--- config.mk ---
export PLATFORM = sky130hd
export DESIGN_NAME = ois_shifter
export DESIGN_NICKNAME = d
export VERILOG_FILES = /design/src/core/ois_fifo_unused.sv /design/src/core/ois_pkg.sv /design/src/core/ois_fifo.sv /design/src/core/ois_shifter.sv
export VERILOG_INCLUDE_DIRS = /design/src /design/src/core
export SDC_FILE = /design/constraint.sdc
export NUM_CORES = 1
export LEC_CHECK = 0
export ABC_AREA = 1
export BUFFER_PORTS_ARGS = -buffer_cell sky130_fd_sc_hd__clkbuf_2
export CAP_MARGIN = 15
export CELL_PAD_IN_SITES_DETAIL_PLACEMENT = 1
export CELL_PAD_IN_SITES_GLOBAL_PLACEMENT = 2
export CORE_ASPECT_RATIO = 0.75
export CORE_UTILIZATION = 35
export DETAILED_ROUTE_END_ITERATION = 10
export GPL_ROUTABILITY_DRIVEN = 0
export PLACE_DENSITY_LB_ADDON = 0.1
export SLEW_MARGIN = 20
export SYNTH_ARGS = -nofsm -noshare
export SYNTH_HDL_FRONTEND = slang
export SYNTH_SLANG_ARGS = --single-unit
--- constraint.sdc ---
create_clock -name CLK -period 2.3 [get_ports CLK]
set_input_delay 0 -clock CLK [delete_from_list [all_inputs] [get_ports CLK]]
set_output_delay 0 -clock CLK [all_outputs]
set_load 0.02 [all_outputs]
--- src/core/ois_params.svh ---
// constants for the octal input serial shifter
`ifndef OIS_PARAMS_SVH
`define OIS_PARAMS_SVH

// =====================================================================
// shift register shape
`define OIS_STAGES 8
`define OIS_LAST_STAGE 7
`define OIS_STAGE_RST 8'h00
`define OIS_CHAIN_RST 1'b0

// =====================================================================
// shift event buffer
`define OIS_FIFO_WIDTH 1
`define OIS_FIFO_DEPTH 32
`define OIS_FIFO_AW 5

// =====================================================================
// helper counter for the eight-shift check
`define OIS_SHIFTS_OUT 4'h8
`define OIS_SHIFT_CNT_MAX 4'h9

`endif

--- src/core/ois_fifo_unused.sv ---
// intentionally empty
`default_nettype none
`default_nettype wire

--- src/core/ois_pkg.sv ---
// types for the octal input serial shifter
`default_nettype none

package ois_pkg;
    // what the shift register does in a given cycle
    typedef enum logic [1:0] {
        OIS_HOLD,
        OIS_LOAD,
        OIS_SHIFT
    } ois_mode_t;
endpackage : ois_pkg

`default_nettype wire

--- src/core/ois_fifo.sv ---
// flip-flop fifo with valid/ready on both sides and a synchronous flush
`default_nettype none

module ois_fifo
    import ois_pkg::*;
#(
    parameter int WIDTH = 1,
    parameter int DEPTH = 32,
    parameter int AW = 5
) (
    input wire logic clk,
    input wire logic rst_n,
    input wire logic ce,
    input wire logic flush,
    input wire logic in_valid,
    output logic in_ready,
    input wire logic [WIDTH-1:0] in_data,
    output logic out_valid,
    input wire logic out_ready,
    output logic [WIDTH-1:0] out_data
);
    // =================================================================
    // storage and pointers
    logic [WIDTH-1:0] mem [DEPTH];
    logic [AW-1:0] wr_ptr;
    logic [AW-1:0] rd_ptr;
    logic [AW:0] count;

    // handshakes; full and empty come straight from the count
    wire logic push = in_valid && in_ready && !flush;
    wire logic pop = out_valid && out_ready && !flush;
    assign in_ready = (count != (AW+1)'(DEPTH));
    assign out_valid = (count != '0);
    assign out_data = mem[rd_ptr];

    // pointer and count update, frozen while ce is low
    always_ff @(posedge clk or negedge rst_n) begin
        if (!rst_n) begin
            wr_ptr <= '0;
            rd_ptr <= '0;
            count <= '0;
        end else if (ce) begin
            if (flush) begin
                wr_ptr <= '0;
                rd_ptr <= '0;
                count <= '0;
            end else begin
                if (push) wr_ptr <= (wr_ptr == AW'(DEPTH - 1)) ? '0 : wr_ptr + 1'b1;
                if (pop) rd_ptr <= (rd_ptr == AW'(DEPTH - 1)) ? '0 : rd_ptr + 1'b1;
                count <= count + (AW+1)'(push) - (AW+1)'(pop);
            end
        end
    end

    // data words need no reset; they are only read once written
    always_ff @(posedge clk) begin
        if (ce && push) mem[wr_ptr] <= in_data;
    end
endmodule : ois_fifo

`default_nettype wire

--- src/core/ois_shifter.sv ---
// octal parallel-in serial-out shifter with capture strobe, shift gate and chain input
`default_nettype none
`include "ois_params.svh"

module ois_shifter
    import ois_pkg::*;
(
    input wire logic CLK,
    input wire logic RSTN,
    input wire logic CE,
    input wire logic PARALLEL_CAPTURE_N,
    input wire logic SHIFT_GATE_N,
    input wire logic SERIAL_CLK,
    input wire logic CHAIN_IN,
    input wire logic [`OIS_LAST_STAGE:0] FIELD_INPUT,
    output logic CHAIN_OUT
);
    // =================================================================
    // helpers
    function automatic logic rise(input logic prev, input logic cur);
        rise = !prev && cur;
    endfunction : rise

    // =================================================================
    // pin synchronisers: every pin is asynchronous to CLK
    logic [`OIS_LAST_STAGE+4:0] sync1;
    logic [`OIS_LAST_STAGE+4:0] sync2;
    logic sclk_prev;

    // idle reset values, so no false strobe or serial edge follows reset
    // ce low freezes the samplers too, so a pin pulse inside a freeze is lost
    always_ff @(posedge CLK or negedge RSTN) begin
        if (!RSTN) begin
            sync1 <= {4'hf, `OIS_STAGE_RST};
            sync2 <= {4'hf, `OIS_STAGE_RST};
        end else if (CE) begin
            sync1 <= {PARALLEL_CAPTURE_N, SHIFT_GATE_N, SERIAL_CLK, CHAIN_IN, FIELD_INPUT};
            sync2 <= sync1;
        end
    end

    // named views of the second stage only
    wire logic capture_n_s = sync2[`OIS_LAST_STAGE+4];
    wire logic gate_n_s = sync2[`OIS_LAST_STAGE+3];
    wire logic sclk_s = sync2[`OIS_LAST_STAGE+2];
    wire logic chain_in_s = sync2[`OIS_LAST_STAGE+1];
    wire logic [`OIS_LAST_STAGE:0] field_s = sync2[`OIS_LAST_STAGE:0];

    // edge finder for the serial clock
    always_ff @(posedge CLK or negedge RSTN) begin
        if (!RSTN) sclk_prev <= 1'b1;
        else if (CE) sclk_prev <= sclk_s;
    end

    // =================================================================
    // shift request decode
    wire logic capture_active = !capture_n_s;
    wire logic sclk_rise = rise(sclk_prev, sclk_s);
    // gate must be low and capture off for an edge to count
    wire logic shift_req = sclk_rise && !gate_n_s && !capture_active;

    // =================================================================
    // event register feeding the buffer; it holds while the buffer is full
    logic evt_valid;
    logic evt_bit;
    logic fifo_in_ready;
    logic fifo_out_valid;
    logic fifo_out_data;
    // limitation: a shift that lands while a held event waits for room replaces it
    wire logic next_evt_valid = !capture_active && (shift_req || (evt_valid && !fifo_in_ready));

    always_ff @(posedge CLK or negedge RSTN) begin
        if (!RSTN) begin
            evt_valid <= 1'b0;
            evt_bit <= `OIS_CHAIN_RST;
        end else if (CE) begin
            evt_valid <= next_evt_valid;
            if (shift_req) evt_bit <= chain_in_s; // chain level taken at the edge
        end
    end

    // drain stalls during capture; a capture also flushes stale shifts
    wire logic drain_ready = !capture_active;
    wire logic pop = fifo_out_valid && drain_ready;

    // 32 deep is far more than a pin-sampled serial clock can fill; it only absorbs stalls
    ois_fifo #(
        .WIDTH(`OIS_FIFO_WIDTH),
        .DEPTH(`OIS_FIFO_DEPTH),
        .AW(`OIS_FIFO_AW)
    ) u_fifo (
        .clk(CLK),
        .rst_n(RSTN),
        .ce(CE),
        .flush(capture_active),
        .in_valid(evt_valid),
        .in_ready(fifo_in_ready),
        .in_data(evt_bit),
        .out_valid(fifo_out_valid),
        .out_ready(drain_ready),
        .out_data(fifo_out_data)
    );

    // =================================================================
    // shift register
    logic [`OIS_LAST_STAGE:0] stage;
    ois_mode_t mode;
    logic [`OIS_LAST_STAGE:0] next_stage;

    // capture first, then a queued shift, else hold
    assign mode = capture_active ? OIS_LOAD : (pop ? OIS_SHIFT : OIS_HOLD);

    always_comb begin
        case (mode)
            OIS_LOAD: next_stage = field_s;
            OIS_SHIFT: next_stage = {stage[`OIS_LAST_STAGE-1:0], fifo_out_data};
            OIS_HOLD: next_stage = stage;
            default: next_stage = stage;
        endcase
    end

    // stages move only on ce, like every other flop here
    always_ff @(posedge CLK or negedge RSTN) begin
        if (!RSTN) stage <= `OIS_STAGE_RST;
        else if (CE) stage <= next_stage;
    end

    // the last stage is the pin, no extra flop, so no extra lag
    // the far side samples it on its own serial edge, long after it settles
    assign CHAIN_OUT = stage[`OIS_LAST_STAGE];

    // =================================================================
    // helper state for the eight-shift check, read only by assertions
    // saturates at nine so a long chain never wraps back to eight
    logic [3:0] shift_cnt;
    logic first_bit;

    always_ff @(posedge CLK or negedge RSTN) begin
        if (!RSTN) begin
            shift_cnt <= `OIS_SHIFT_CNT_MAX;
            first_bit <= 1'b0;
        end else if (CE) begin
            if (capture_active) shift_cnt <= 4'h0;
            else if (pop && shift_cnt != `OIS_SHIFT_CNT_MAX) shift_cnt <= shift_cnt + 4'h1;
            if (!capture_active && pop && shift_cnt == 4'h0) first_bit <= fifo_out_data;
        end
    end
endmodule : ois_shifter

`default_nettype wire

# == Yosys cells after proc, flatten, opt, wreduce, memory -nomap -nowiden ==
# Memories as Yosys holds them, arrays and structs flattened.
# Index checks and enable logic that the tools add are counted.
# op_classes
n_lt_le_gt_ge,0
addsub,4
div_mod_pow,0
n_shift,0
n_bitwise,0
mux,12
reduce_logical,20
n_mul,0
n_eq_ne,7
# ops
op,n
2-to-1 mux 5 bit,6
case mux 8 bit (2 select lines),1
adder 5 x 1 -> 5 bit (second input constant),2
equality test 5 bit (second input constant),2
logical AND 1 bit,10
AND reduction 2 bit,4
adder 6 x 1 -> 6 bit,1
2-to-1 mux 6 bit,1
inequality test 6 bit (second input constant),1
nonzero test 6 bit,1
subtractor 6 x 1 -> 6 bit,1
2-to-1 mux 2 bit,2
inequality test 2 x 1 -> 1 bit (second input constant),2
logical NOT 1 bit,3
equality test 2 x 1 -> 1 bit (second input constant),1
equality test 2 bit (second input constant),1
2-to-1 mux 1 bit,2
nonzero test 2 bit,1
logical OR 1 bit,1
# totals
latchBits,0
mem_count,1
word_cells,53
inputBits,15
ramBits,32
rom_bits,0
ff_bits,51
# mem_list
memory,words,width,rd,rd_clocked_by_memory_dff,write_ports,line,source
u_fifo.mem,32,1,1,0,1,ois_fifo.sv:24,logic [WIDTH-1:0] mem [DEPTH];

# == Depth between registers and ports, before layout ==
# logic_depth
ltp_word,7
mapped_depth,16
depth_no_buf,16

# == Hierarchy ==
# From an unflattened synthesis, not the netlist that was laid out.
# hier_totals
cells_unflattened,484
area_unflattened_um2,4199.0
# by_module_without_submodules
module,cells_each,instances,seq_area_each_um2,area_each_um2
ois_fifo,308,1,1361.3,2721.4
ois_shifter,176,1,887.1,1477.7

# == Worst setup path before layout ==
# No wires, ideal clock.
# synth_timing
kind,reg-to-reg
start,register u_fifo.count[2]
end,register u_fifo.count[4]
slack_ps,-207
required_ps,2168
path_buffers,0
path_stages_with_launch,16
arrival_ps,2375
synth_period_minus_slack_ps,2507
path_cell_list,dfrtp_1 inv_1 ha_1 nand4_2 nand2_1 inv_1 ha_1 inv_1 ha_1 fa_1 nand2_1 nand2_1 nand2_1 nand2_1 o21ai_0 o22ai_1
# synth_via
elab_chain_len,6
elab_cells_between_ends,9
# synth_lines
item,line,source
from (decl),ois_fifo.sv:27,logic [AW:0] count;
from (signal assigned),ois_fifo.sv:50,count <= count + (AW+1)'(push) - (AW+1)'(pop);
inequality test 6 bit,ois_fifo.sv:32,assign in_ready = (count != (AW+1)'(DEPTH));
logical AND 1 bit (2 in series),ois_fifo.sv:30,wire logic push = in_valid && in_ready && !flush;
adder 6 x 1 -> 6 bit,ois_fifo.sv:50,
subtractor 6 x 1 -> 6 bit *,ois_fifo.sv:50,
2-to-1 mux 6 bit *,ois_fifo.sv:43,if (flush) begin
# Mark *: on every way between the ends. The rest lies on a longest branch, timed or not.
# A chain may end at the register's enable or synchronous reset.

# == Final worst setup path ==
# Ends and elaborated chain as after synthesis.

==> results.yml <==
floorplanning:
  initial_core_util_pct: 36.34
  core_um2: 11020
  io_pins: 16
  std_cell_rows: 33
  die-area_um2: 11880
  dieHeight_um: 94.66
  fp.dieW_um: 125.5
setup_path:
  r2r_end: "u_fifo.count[4]"
  start_kind: "register"
  critical_path_class: "reg2reg"
  end_kind: "register"
  crit_path_max_fanout: 2
  r2r-start: "u_fifo.count[2]"
  crit_arrival_ps: 2400
  worstPathRequired_ps: 2500
  ff2ff_path_depth: 15
  r2r_slack_ps: 100
layout:
  final_nets: 534
  diodes: 0
  ff_latch_area_um2: 2248
  layout-drive-gt1-share_pct: 18.34
  final_cell_area_um2: 4941
  final_common_cell: "nand2_1"
  syn_to_final_growth_pct: 23.33
  final_cells: 647
  multi_input_area_um2: 1546
  mostFrequentLayoutCells: "nand2_1 (125), nor2_1 (47), inv_1 (43), nand3_1 (43), dfrtp_1 (42)"
  fillers: 1308
timing:
  clock.fmax_ghz: 0.4544
  rsz0062_at_grt: "true"
  max_slew_margin_pct: 57.89
  fin_setup_tns_ps: 0
  fin_skew_ps: 8.494
  timing_worst_slew_pin_value_ps: 631.7
  hold_violations: 0
  setup_ws_ps: 99.33
  setup_violations: 0
  min_period_ps: 2201
  finalCritPeriodShare_pct: 95.68
  slew_viol_final: 0
cts:
  cts_made_buffers: 9
  cts_root_buf: "clkbuf_16"
  clkLatencyLatePin_ps: 340
  clockBufferDepth: 2
  path_clk_slew_ps: 60
  clock_sink_count: 83
  cts_max_level: 3
  tritoncts: "yes"
placed_design:
  pre_cts_ws_ps: -85.77
  place_area_um2: 4367
  dp.cells: 610
  portBuffers: 15
  post-dp-hpwl_mm: 6.570
worst_hold_path:
  min_path_type: "in2reg"
  worstHoldEndpoint: "u_fifo.wr_ptr[4]"
  hp-start: "CE"
  hold_path_depth: 5
detailed_routing:
  wl_met3_um: 186
  vias_per_cell: 4.753
  wirelength_mm: 9.746
  drc: 0
  wl_met2_mm: 4.240
  final_antenna_net_count: 0
  wl_met1_mm: 5.208
  highest_layer: "met4"
  drt_iter0_markers: 206
  dr.pass1.iters: 4
  wl_per_cell_um: 15.06
  num_vias: 3075
grt:
  antenna_found_initial: 0
  grt_usage_pct: 18.33
  grt_pass1_vias: 3247
  grt-ovfl-total: 0
  grt_max_degree: 38
  grt_pass1_wl_mm: 16.60
synth:
  ys_types: 32
  synth_area_um2: 4006
  ys_warn_count: 0
  syn_nets: 483
  syn_inst: 451
  avgSynthCellArea_um2: 8.883
  yosysSeqAreaShare_pct: 56.12
  synth-seq-cells: 83
pwr:
  power.leakage_uw: 0.002194
  vdd.ir_drop.worst_mv: 0.5596
  power_uw: 5288
  power_density_nw_per_um2: 1070
run_status:
  status: "completed"
flow_run:
  maxCapViolCount: 0
[how the worst max path moves through the flow]
stage / endpoint / from / depth (start not counted) / slack (ps)
2_1_floorplan: u_fifo.count[4] / u_fifo.count[3] / 15 / 3
3_3_place_gp: u_fifo.count[4] / u_fifo.count[5] / 15 / 10
3_5_place_dp: u_fifo.count[4] / u_fifo.count[5] / 15 / -90
4_1_cts: u_fifo.count[4] / u_fifo.count[2] / 15 / 9
5_1_grt: u_fifo.count[4] / u_fifo.count[2] / 15 / -40
6_report: u_fifo.count[4] / u_fifo.count[2] / 15 / 100
[what timing repair did]
action,CTS,global route
hold endpoints to repair,34,0
pin swaps,7,6
resized for setup,8,5
setup buffers,5,3
hold buffers,13,0
setup endpoints to repair,1,3
[cell families (layout without fill, tap and decap cells)]
logic type | count (synthesis) | count (layout) | synth area share, %
simple gates | 233 | 233 | 24.39
flops | 83 | 83 | 56.12
buf+inv | 69 | 125 | 7.276
compound gates | 47 | 47 | 6.278
fa+ha+maj | 17 | 17 | 5.497
xor+xnor | 2 | 2 | 0.4373
[critical path: stages, from the launching register on]
cell and delay (ps):
dfrtp_1 400, inv_2 80, ha_4 140, nand4_4 90
nand2_4 100, inv_4 40, ha_4 260, inv_4 30
ha_4 150, fa_2 350, nand2_2 80, nand2_2 50
nand2_2 60, nand2_1 50, o21ai_1 110, o22ai_1 80
[layout make-up]
cell class	count	share of cell area, %
multi-input cells	299	31.30
flip-flops and latches	83	45.51
well taps	140	3.545
repair buffers	55	8.508
clock buffers	14	6.179
clock inverters	2	0.7597
inverters	54	4.204
[cell usage after synthesis]
library cell	n	area, um^2
nor2_4	1	11.26
or2_0	1	6.260
ha_1	16	200.2
inv_1	50	187.7
nor3_1	3	15.01
or2_1	3	18.77
o22ai_1	6	37.54
buf_4	1	7.510
o21ai_1	3	15.01
nand2_1	129	484.2
nor3b_2	1	12.51
fa_1	1	20.02
buf_2	5	25.02
xor2_1	1	8.760
a21oi_1	15	75.07
clkbuf_1	5	18.77
buf_6	3	33.78
inv_2	4	15.01
nor2_1	47	176.4
o21ai_2	1	8.760
or2_2	1	6.260
nand4_2	1	12.51
o211ai_1	1	7.510
buf_1	1	3.750
nand4_1	3	18.77
xnor2_1	1	8.760
a21boi_0	1	7.510
nand3_1	43	215.2
dfstp_2	9	236.5
dfrtp_1	42	1051
o21ai_0	20	100.1
edfxtp_1	32	960.9
[state kept, by name (all words and copies together), names as in the netlist]
| signal | count |
|---|---|
| evt_bit | 1 |
| u_fifo.mem | 32 |
| sclk_prev | 1 |
| stage | 8 |
| sync1 | 12 |
| u_fifo.count | 6 |
| evt_valid | 1 |
| u_fifo.wr_ptr | 5 |
| sync2 | 12 |
| u_fifo.rd_ptr | 5 |
[metrics by stage]
stage               hold slack (ps)  utilization, %
floorplan                    -295.6               -
global placement              51.07           39.61
detailed placement            54.97           39.61
CTS                           140.7           44.51
global route                  195.4           44.82
finish                        140.3           44.82
[layer usage]
metal | vias up | GRT usage (%)
met3 | 10 | 3.569
met4 | 0 | 5.183
met5 | - | 0
met2 | 14 | 28.61
met1 | 1501 | 25.90
li1 | 1550 | -
[power by group]
part / internal, uW / switching, uW / total (uW) / leakage, uW
combinational: 791 / 977 / 1770 / 0.00110
sequential: 1790 / 123 / 1910 / 0.000925
clock: 1030 / 583 / 1610 / 0.000166
total: 3610 / 1680 / 5290 / 0.00219
Note: power is estimated with default switching activity, not from simulation.
